[src/tsi_pkg.sv]
// constants, register map and state codes for the temperature sensor slave
// assumes one core clock domain; the two-wire bus pins arrive asynchronously
// Functional notes
// - first written byte is pointer, rest data
// - read without repeated start after a pointer-only write closed by stop zeroes pointer
// - pointer auto-advances across temperature and limit pairs
// - window alert outside low/high limits, polarity
// - critical alert above critical limit, polarity
// - works as plain sensor after power-up
// - pointer starts at temperature high byte
// - temperature read returns high byte first
package tsi_pkg;

  // ***************************************************************
  // bus addressing
  // ***************************************************************
  localparam logic [6:0] TSI_SLAVE_ADDR = 7'h4B;
  localparam logic [3:0] TSI_BITS_BYTE  = 4'h8;

  // ***************************************************************
  // register map
  // ***************************************************************
  localparam logic [7:0] TSI_REG_TEMP_MSB = 8'h00;
  localparam logic [7:0] TSI_REG_TEMP_LSB = 8'h01;
  localparam logic [7:0] TSI_REG_CONFIG   = 8'h03;
  localparam logic [7:0] TSI_REG_HIGH_MSB = 8'h04;
  localparam logic [7:0] TSI_REG_HIGH_LSB = 8'h05;
  localparam logic [7:0] TSI_REG_LOW_MSB  = 8'h06;
  localparam logic [7:0] TSI_REG_LOW_LSB  = 8'h07;
  localparam logic [7:0] TSI_REG_CRIT_MSB = 8'h08;
  localparam logic [7:0] TSI_REG_CRIT_LSB = 8'h09;

  // configuration fields
  localparam int TSI_CFG_INT_POL  = 0;
  localparam int TSI_CFG_CRIT_POL = 1;

  // ***************************************************************
  // values after reset
  // ***************************************************************
  localparam logic [7:0]  TSI_PTR_RESET    = 8'h00;
  localparam logic [7:0]  TSI_CONFIG_RESET = 8'h00;
  localparam logic [15:0] TSI_HIGH_RESET   = 16'h2000;
  localparam logic [15:0] TSI_LOW_RESET    = 16'h0500;
  localparam logic [15:0] TSI_CRIT_RESET   = 16'h4980;

  // ***************************************************************
  // link states
  // ***************************************************************
  typedef enum logic [2:0] {
    TSI_IDLE     = 3'b000,
    TSI_ADDR     = 3'b001,
    TSI_ACK_ADDR = 3'b010,
    TSI_WRITE    = 3'b011,
    TSI_ACK_WR   = 3'b100,
    TSI_READ     = 3'b101,
    TSI_MACK     = 3'b110
  } tsi_state_t;

endpackage

[src/tsi_byte_if.sv]
// byte-level hand-off between the bus engine and the register file
// assumes both ends run on core_clk; events are one-cycle pulses except restart, which holds until the next start
`timescale 1ns/10ps
interface tsi_byte_if;
  logic       start_evt;
  logic       restart;
  logic       stop_evt;
  logic       addr_hit;
  logic       rw;
  logic       wr_strobe;
  logic [7:0] wr_byte;
  logic       rd_take;
  logic [7:0] rd_data;

  modport link
  (
    output start_evt,
    output restart,
    output stop_evt,
    output addr_hit,
    output rw,
    output wr_strobe,
    output wr_byte,
    output rd_take,
    input  rd_data
  );

  modport regs
  (
    input  start_evt,
    input  restart,
    input  stop_evt,
    input  addr_hit,
    input  rw,
    input  wr_strobe,
    input  wr_byte,
    input  rd_take,
    output rd_data
  );
endinterface

[src/tsi_i2c_link.sv]
// two-wire slave bit engine: synchronises pins, finds start/stop, moves bytes
// assumes scl is slow against core_clk (at least four clocks per phase)
`timescale 1ns/10ps
module tsi_i2c_link
  import tsi_pkg::*;
(
  input  wire logic core_clk,
  input  wire logic sys_rst,
  input  wire logic scl_in,
  input  wire logic sda_in,
  output logic      sda_out,
  output logic      sda_oe,
  tsi_byte_if.link  bus
);

  // ***************************************************************
  // pin synchronisers and edge finding
  // ***************************************************************
  logic [1:0] scl_sync;
  logic [1:0] sda_sync;
  logic       scl_prev;
  logic       sda_prev;

  always_ff @(posedge core_clk)
  begin
    if (sys_rst)
    begin
      scl_sync <= 2'h3;
      sda_sync <= 2'h3;
      scl_prev <= 1'b1;
      sda_prev <= 1'b1;
    end
    else
    begin
      scl_sync <= {scl_sync[0], scl_in};
      sda_sync <= {sda_sync[0], sda_in};
      scl_prev <= scl_sync[1];
      sda_prev <= sda_sync[1];
    end
  end

  logic scl_rise;
  logic scl_fall;
  logic start_det;
  logic stop_det;
  assign scl_rise  = scl_sync[1] & ~scl_prev;
  assign scl_fall  = ~scl_sync[1] & scl_prev;
  assign start_det = scl_sync[1] & scl_prev & sda_prev & ~sda_sync[1];
  assign stop_det  = scl_sync[1] & scl_prev & ~sda_prev & sda_sync[1];

  // ***************************************************************
  // byte engine
  // ***************************************************************
  tsi_state_t state;
  logic [3:0] bit_cnt;
  logic [7:0] shift;
  logic       in_frame;
  logic       master_ack;

  always_ff @(posedge core_clk)
  begin
    if (sys_rst)
    begin
      state         <= TSI_IDLE;
      bit_cnt       <= 4'h0;
      shift         <= 8'h00;
      in_frame      <= 1'b0;
      master_ack    <= 1'b0;
      sda_out       <= 1'b0;
      sda_oe        <= 1'b0;
      bus.start_evt <= 1'b0;
      bus.restart   <= 1'b0;
      bus.stop_evt  <= 1'b0;
      bus.addr_hit  <= 1'b0;
      bus.rw        <= 1'b0;
      bus.wr_strobe <= 1'b0;
      bus.wr_byte   <= 8'h00;
      bus.rd_take   <= 1'b0;
    end
    else
    begin
      bus.start_evt <= 1'b0;
      bus.stop_evt  <= 1'b0;
      bus.addr_hit  <= 1'b0;
      bus.wr_strobe <= 1'b0;
      bus.rd_take   <= 1'b0;
      if (start_det)
      begin
        // a start inside a frame is the repeated start
        bus.start_evt <= 1'b1;
        bus.restart   <= in_frame;
        in_frame      <= 1'b1;
        state         <= TSI_ADDR;
        bit_cnt       <= 4'h0;
        sda_oe        <= 1'b0;
      end
      else if (stop_det)
      begin
        bus.stop_evt <= 1'b1;
        in_frame     <= 1'b0;
        state        <= TSI_IDLE;
        sda_oe       <= 1'b0;
      end
      else
      begin
        case (state)
          TSI_ADDR, TSI_WRITE:
          begin
            if (scl_rise)
            begin
              shift   <= {shift[6:0], sda_sync[1]};
              bit_cnt <= bit_cnt + 4'h1;
            end
            else if (scl_fall && bit_cnt == TSI_BITS_BYTE)
            begin
              if (state == TSI_WRITE)
              begin
                bus.wr_strobe <= 1'b1;
                bus.wr_byte   <= shift;
                sda_oe        <= 1'b1;
                state         <= TSI_ACK_WR;
              end
              else if (shift[7:1] == TSI_SLAVE_ADDR)
              begin
                bus.addr_hit <= 1'b1;
                bus.rw       <= shift[0];
                sda_oe       <= 1'b1;
                state        <= TSI_ACK_ADDR;
              end
              else
              begin
                state <= TSI_IDLE;
              end
            end
          end
          TSI_ACK_ADDR, TSI_ACK_WR, TSI_MACK:
          begin
            if (scl_rise && state == TSI_MACK)
            begin
              master_ack <= ~sda_sync[1];
            end
            if (scl_fall)
            begin
              bit_cnt <= 4'h0;
              if ((state == TSI_ACK_ADDR && bus.rw) ||
                  (state == TSI_MACK && master_ack))
              begin
                // msb leaves first; register file advances on take
                shift       <= bus.rd_data;
                sda_oe      <= ~bus.rd_data[7];
                bus.rd_take <= 1'b1;
                state       <= TSI_READ;
              end
              else if (state == TSI_MACK)
              begin
                // a nack ends the read; wait for stop or restart
                sda_oe <= 1'b0;
                state  <= TSI_IDLE;
              end
              else
              begin
                sda_oe <= 1'b0;
                state  <= TSI_WRITE;
              end
            end
          end
          TSI_READ:
          begin
            if (scl_rise)
            begin
              bit_cnt <= bit_cnt + 4'h1;
            end
            else if (scl_fall)
            begin
              if (bit_cnt == TSI_BITS_BYTE)
              begin
                sda_oe <= 1'b0;
                state  <= TSI_MACK;
              end
              else
              begin
                shift  <= {shift[6:0], 1'b0};
                sda_oe <= ~shift[6];
              end
            end
          end
          default:
          begin
            sda_oe <= 1'b0;
          end
        endcase
      end
    end
  end

endmodule

[src/tsi_sensor.sv]
// temperature sensor slave: register file, pointer, alerts, bus engine
// assumes temp_value comes from a converter on core_clk; pins are async
`timescale 1ns/10ps
module tsi_sensor
  import tsi_pkg::*;
(
  input  wire logic        core_clk,
  input  wire logic        sys_rst,
  input  wire logic        scl_in,
  input  wire logic        sda_in,
  output logic             sda_out,
  output logic             sda_oe,
  input  wire logic [15:0] temp_value,
  output logic             int_out,
  output logic             int_oe,
  output logic             crit_out,
  output logic             crit_oe
);

  // ***************************************************************
  // pointer helpers
  // ***************************************************************
  function automatic logic [7:0] next_ptr_of(input logic [7:0] p);
    // only paired registers advance, stopping at TSI_REG_TEMP_LSB and TSI_REG_CRIT_LSB; others hold the pointer
    if (p == TSI_REG_TEMP_MSB ||
        (p >= TSI_REG_HIGH_MSB && p < TSI_REG_CRIT_LSB))
    begin
      next_ptr_of = p + 8'h01;
    end
    else
    begin
      next_ptr_of = p;
    end
  endfunction

  // ***************************************************************
  // bus engine
  // ***************************************************************
  tsi_byte_if bus ();

  tsi_i2c_link u_link
  (
    .core_clk (core_clk),
    .sys_rst  (sys_rst),
    .scl_in   (scl_in),
    .sda_in   (sda_in),
    .sda_out  (sda_out),
    .sda_oe   (sda_oe),
    .bus      (bus.link)
  );

  // ***************************************************************
  // pointer and transaction tracking
  // ***************************************************************
  logic [7:0] ptr;
  logic       expect_ptr;
  logic       ptr_only;
  logic       stale_ptr;

  always_ff @(posedge core_clk)
  begin
    if (sys_rst)
    begin
      ptr        <= TSI_PTR_RESET;
      expect_ptr <= 1'b0;
      ptr_only   <= 1'b0;
      stale_ptr  <= 1'b0;
    end
    else
    begin
      if (bus.addr_hit)
      begin
        expect_ptr <= ~bus.rw;
        ptr_only   <= 1'b0;
        stale_ptr  <= 1'b0;
        if (bus.rw && stale_ptr && !bus.restart)
        begin
          // pointer write closed by stop, then a fresh read
          ptr <= TSI_PTR_RESET;
        end
      end
      else if (bus.wr_strobe)
      begin
        expect_ptr <= 1'b0;
        if (expect_ptr)
        begin
          ptr      <= bus.wr_byte;
          ptr_only <= 1'b1;
        end
        else
        begin
          ptr      <= next_ptr_of(ptr);
          ptr_only <= 1'b0;
        end
      end
      else if (bus.rd_take)
      begin
        ptr <= next_ptr_of(ptr);
      end
      else if (bus.stop_evt)
      begin
        stale_ptr <= ptr_only;
        ptr_only  <= 1'b0;
      end
    end
  end

  // ***************************************************************
  // register file
  // ***************************************************************
  logic [7:0]  config_reg;
  logic [15:0] high_limit_pair;
  logic [15:0] low_limit_pair;
  logic [15:0] critical_limit_pair;
  logic        data_wr;

  assign data_wr = bus.wr_strobe & ~expect_ptr;

  // limits hold sane defaults so no setup is needed after power-up
  always_ff @(posedge core_clk)
  begin
    if (sys_rst)
    begin
      config_reg          <= TSI_CONFIG_RESET;
      high_limit_pair     <= TSI_HIGH_RESET;
      low_limit_pair      <= TSI_LOW_RESET;
      critical_limit_pair <= TSI_CRIT_RESET;
    end
    else if (data_wr)
    begin
      case (ptr)
        TSI_REG_CONFIG:   config_reg                <= bus.wr_byte;
        TSI_REG_HIGH_MSB: high_limit_pair[15:8]     <= bus.wr_byte;
        TSI_REG_HIGH_LSB: high_limit_pair[7:0]      <= bus.wr_byte;
        TSI_REG_LOW_MSB:  low_limit_pair[15:8]      <= bus.wr_byte;
        TSI_REG_LOW_LSB:  low_limit_pair[7:0]       <= bus.wr_byte;
        TSI_REG_CRIT_MSB: critical_limit_pair[15:8] <= bus.wr_byte;
        TSI_REG_CRIT_LSB: critical_limit_pair[7:0]  <= bus.wr_byte;
        default:          config_reg                <= config_reg;
      endcase
    end
  end

  // ***************************************************************
  // read path
  // ***************************************************************
  logic [7:0] temp_lsb_hold;
  logic [7:0] next_rd_data;

  // low byte is frozen when the high byte goes out, so a pair never tears
  always_ff @(posedge core_clk)
  begin
    if (sys_rst)
    begin
      temp_lsb_hold <= 8'h00;
    end
    else if (bus.rd_take && ptr == TSI_REG_TEMP_MSB)
    begin
      temp_lsb_hold <= temp_value[7:0];
    end
    else if (!bus.rd_take && ptr != TSI_REG_TEMP_LSB)
    begin
      temp_lsb_hold <= temp_value[7:0];
    end
  end

  always_comb
  begin
    case (ptr)
      TSI_REG_TEMP_MSB: next_rd_data = temp_value[15:8];
      TSI_REG_TEMP_LSB: next_rd_data = temp_lsb_hold;
      TSI_REG_CONFIG:   next_rd_data = config_reg;
      TSI_REG_HIGH_MSB: next_rd_data = high_limit_pair[15:8];
      TSI_REG_HIGH_LSB: next_rd_data = high_limit_pair[7:0];
      TSI_REG_LOW_MSB:  next_rd_data = low_limit_pair[15:8];
      TSI_REG_LOW_LSB:  next_rd_data = low_limit_pair[7:0];
      TSI_REG_CRIT_MSB: next_rd_data = critical_limit_pair[15:8];
      TSI_REG_CRIT_LSB: next_rd_data = critical_limit_pair[7:0];
      default:          next_rd_data = 8'h00;
    endcase
  end

  always_ff @(posedge core_clk)
  begin
    if (sys_rst)
    begin
      bus.rd_data <= 8'h00;
    end
    else
    begin
      bus.rd_data <= next_rd_data;
    end
  end

  // ***************************************************************
  // alert outputs
  // ***************************************************************
  logic win_alert;
  logic crit_alert;
  logic win_level;
  logic crit_level;

  // comparison is signed, matching the value format the host expects
  assign win_alert  = ($signed(temp_value) > $signed(high_limit_pair)) ||
                      ($signed(temp_value) < $signed(low_limit_pair));
  assign crit_alert = $signed(temp_value) > $signed(critical_limit_pair);

  // active level follows the polarity bit; idle level is its inverse
  assign win_level  = win_alert ? config_reg[TSI_CFG_INT_POL]
                                : ~config_reg[TSI_CFG_INT_POL];
  assign crit_level = crit_alert ? config_reg[TSI_CFG_CRIT_POL]
                                 : ~config_reg[TSI_CFG_CRIT_POL];

  // open drain: only a low is driven, a high relies on the pull-up
  always_ff @(posedge core_clk)
  begin
    if (sys_rst)
    begin
      int_out  <= 1'b0;
      int_oe   <= 1'b0;
      crit_out <= 1'b0;
      crit_oe  <= 1'b0;
    end
    else
    begin
      int_out  <= 1'b0;
      int_oe   <= ~win_level;
      crit_out <= 1'b0;
      crit_oe  <= ~crit_level;
    end
  end

endmodule

[config.mk]
export PLATFORM = sky130hd
export DESIGN_NAME = tsi_sensor
export DESIGN_NICKNAME = d
export VERILOG_FILES = /design/src/tsi_pkg.sv /design/src/tsi_byte_if.sv /design/src/tsi_i2c_link.sv /design/src/tsi_sensor.sv
export SDC_FILE = /design/constraint.sdc
export NUM_CORES = 1
export LEC_CHECK = 0
export BUFFER_PORTS_ARGS = -buffer_cell sky130_fd_sc_hd__buf_2
export CELL_PAD_IN_SITES_DETAIL_PLACEMENT = 0
export CELL_PAD_IN_SITES_GLOBAL_PLACEMENT = 1
export CORE_MARGIN = 2
export CORE_UTILIZATION = 43
export CTS_CLUSTER_SIZE = 14
export DETAILED_ROUTE_END_ITERATION = 8
export GPL_TIMING_DRIVEN = 0
export PLACE_DENSITY_LB_ADDON = 0.1
export SYNTH_ARGS = -nofsm -noshare
export SYNTH_HDL_FRONTEND = slang
export SYNTH_SLANG_ARGS = --single-unit
export TNS_END_PERCENT = 10
[constraint.sdc]
create_clock -name core_clk -period 2.3 [get_ports core_clk]
set_input_delay 0.23 -clock core_clk [delete_from_list [all_inputs] [get_ports core_clk]]
set_output_delay 0.23 -clock core_clk [all_outputs]
set_load 0.1 [all_outputs]
==> flow_summary.ini <==
[clocking]
cts_tree = yes
cts_root_buffer = clkbuf_16
clk_pin_slew_ns = 0.06
clock_path_buffers = 2
cts_sinks = 123
numCtsBuffers = 17
clk_latency_ns = 0.42
h-tree-depth = 4

[placed_design]
hpwlAfterDp_um = 15500
gp_congestion = 0.958
portBuffers = 22
dp.cells = 1000

[floorplanning]
coreArea_um2 = 15100
die_h_um = 128
fp.dieW_um = 128
io_pins = 26
rows = 45
dieArea_um2 = 16400
initial_core_util = 0.438

[critical_path]
reg2reg_slack_ns = -0.008
critPathLaunchType = register
rr_worst_depth = 9
end_kind = register
startpoint = high_limit_pair[11]
cp.arrival_ns = 2.59
path_max_fanout = 3
crit_type = register to register
worstReg2RegStart = high_limit_pair[11]
rr_endpoint = int_oe
cp.required_ns = 2.59
critPathCapture = int_oe

[min_path]
hp-start = temp_value[6]
hp-class = primary input to register

[synth]
synth_edf_count = 0
synthTopCellsByCount = dfxtp_1 (123), nor2_1 (93), nand2_1 (70)
synth_top_area_frac = 0.373
syn-cell-area_um2 = 6600
yosysMostFrequentCell = dfxtp_1
ys_types = 62
synth_area_leader_cell = dfxtp_1
synthArstFlopShare = 0
postSynthCellCount = 788
synth_ff_type = dfxtp_1
syn_area_per_cell_um2 = 8.38
synth.area.top_cells = dfxtp_1 (37%), ha_1 (10%), mux2i_1 (7.1%)
ys_ff_latch = 123
yosys_warnings = 0
seq_area_frac_synth = 0.373

[global_routing]
grtUsageTotal = 0.262
first_global_vias = 5693
grt_pass1_wl_um = 32100
gr-total-overflow = 0
antenna_found_initial = 0
grt_start_max_net_pins = 17

[run_status]
status = finished, violations left
failed_checks = setup timing

[layout]
fin_nets = 908
stdcell_count = 1035
fillCellCount = 1400
diodes = 0
largestRegisters = critical_limit_pair (16), high_limit_pair (16), low_limit_pair (16)
drive_gt1_frac = 0.155
areaGrowthSynthToFinish_pct = 17.3

[detailed_routing]
drc = 0
vias = 5935
drt_iter0_drc = 514
first_pass_iters = 5
routed_wl_um = 20600
avgRoutedWirePerCell_um = 19.9
ant_nets = 0
avgViaCountPerCell = 5.73

[timing]
final.period_utilization = 1.00
hold_viol_final = 0
worstMarginPinSlew_ns = 0.781
clock_skew_ns = 0.00908
setup_viol = 2
fin_ws_ns = -0.00814
setup_tns_ns = -0.0154
slew_violations = 0
rsz0062_at_grt = true
holdWs_ns = 0.147
timing.fmax_mhz = 433
timing.final.crit_period_ns = 2.31
relSlewSlack = 0.480

[power_and_ir_drop]
power_mw = 5.14
p_leak_nw = 3.04
p_per_area_nw_per_um2 = 664
peakVddDrop_v = 0.000516

[job]
cap_violations = 0
[worst min-delay path by stage]
stage	to	slack, ns	cells after the start
floorplan	u_link.scl_sync[0]	0.33	1
global route	temp_lsb_hold[4]	0.15	3
global placement	u_link.sda_sync[1]	0.39	1
CTS	temp_lsb_hold[4]	0.13	3
finish	temp_lsb_hold[6]	0.15	3
detailed placement	u_link.sda_sync[1]	0.41	1
[cell families (layout without fill, tap and decap cells)]
logic type,count (synthesis),count (layout),synth area share
compound gates,169,169,0.168
xor+xnor,5,5,0.00663
fa+ha+maj,53,53,0.100
buf+inv,108,165,0.0716
flops,123,123,0.373
mux,54,54,0.0832
other cells,1,3,0.000568
simple gates,275,275,0.196
[area by class of cell]
| type | instances | area (µm²) | area share |
|---|---|---|---|
| multi-input cells | 559 | 3790 | 0.489 |
| well taps | 188 | 235 | 0.0304 |
| clock buffers | 21 | 470 | 0.0607 |
| flip-flops and latches | 123 | 2460 | 0.318 |
| clock inverters | 10 | 115 | 0.0149 |
| inverters | 57 | 214 | 0.0276 |
| plain buffers | 48 | 264 | 0.0341 |
| repair buffers | 29 | 196 | 0.0254 |
[cell usage in the layout, fill, tap and decap left out, types with 4 or more instances in the layout]
master,n
a221oi_1,15
nand2b_1,6
a22oi_1,20
o211ai_1,4
nor2_1,91
nand4_1,8
nand3_1,41
a21oi_1,58
nand2_1,66
nor4_1,4
buf_4,8
clkbuf_16,17
nor3_1,12
clkbuf_1,21
a211oi_1,10
and2_1,4
o21ai_0,18
dfxtp_1,121
nand2_2,4
and3_1,6
mux2_2,7
and4_1,4
a31oi_1,4
buf_6,4
or2_2,7
ha_1,51
inv_1,56
buf_2,35
a21o_1,8
nor2b_1,4
a21oi_2,7
mux2i_1,47
[stage by stage]
stage                     setup slack [ns]  area [µm²]  utilization
after CTS                          -0.0850        7640        0.506
final                             -0.00814        7750        0.514
after global routing                -0.132        7750        0.514
after floorplan                      0.118        6610            -
after global placement              -0.535        6960        0.461
after detailed placement            -0.514        6960        0.461
[power by group]
part	internal, mW	total [mW]	switching (mW)
Sequential	2.16	2.18	0.0184
Combinational	0.112	0.334	0.222
Clock	1.67	2.63	0.961
Total	3.94	5.14	1.20
[routing by layer]
| layer | GRT usage | vias up | wire length (µm) | share of wire |
|---|---|---|---|---|
| met2 | 0.387 | 191 | 8740 | 0.42 |
| met3 | 0.0513 | 44 | 1210 | 0.059 |
| met5 | 0 | - | 0 | 0 |
| li1 | - | 2868 | - | - |
| met1 | 0.371 | 2832 | 9940 | 0.48 |
| met4 | 0.116 | 0 | 691 | 0.034 |
[timing repair]
| item | 4_1_cts | 5_1_grt |
|---|---|---|
| setup endpoints to repair | 72 | 82 |
| hold endpoints to repair | 2 | 0 |
| pin swaps | 4 | 6 |
| resized for setup | 15 | 26 |
| hold buffers | 2 | 0 |
| setup buffers | 3 | 2 |
[critical path: stages, from the launching register on]
cell and delay (ns):
dfxtp_1 0.40, inv_1 0.08, ha_1 0.32, nand4_1 0.20, nor4_4 0.34, a2111oi_2 0.14
a31o_2 0.22, o221ai_1 0.25, xnor2_1 0.16, nor2_1 0.05
Power figures use the tool's default switching activity.
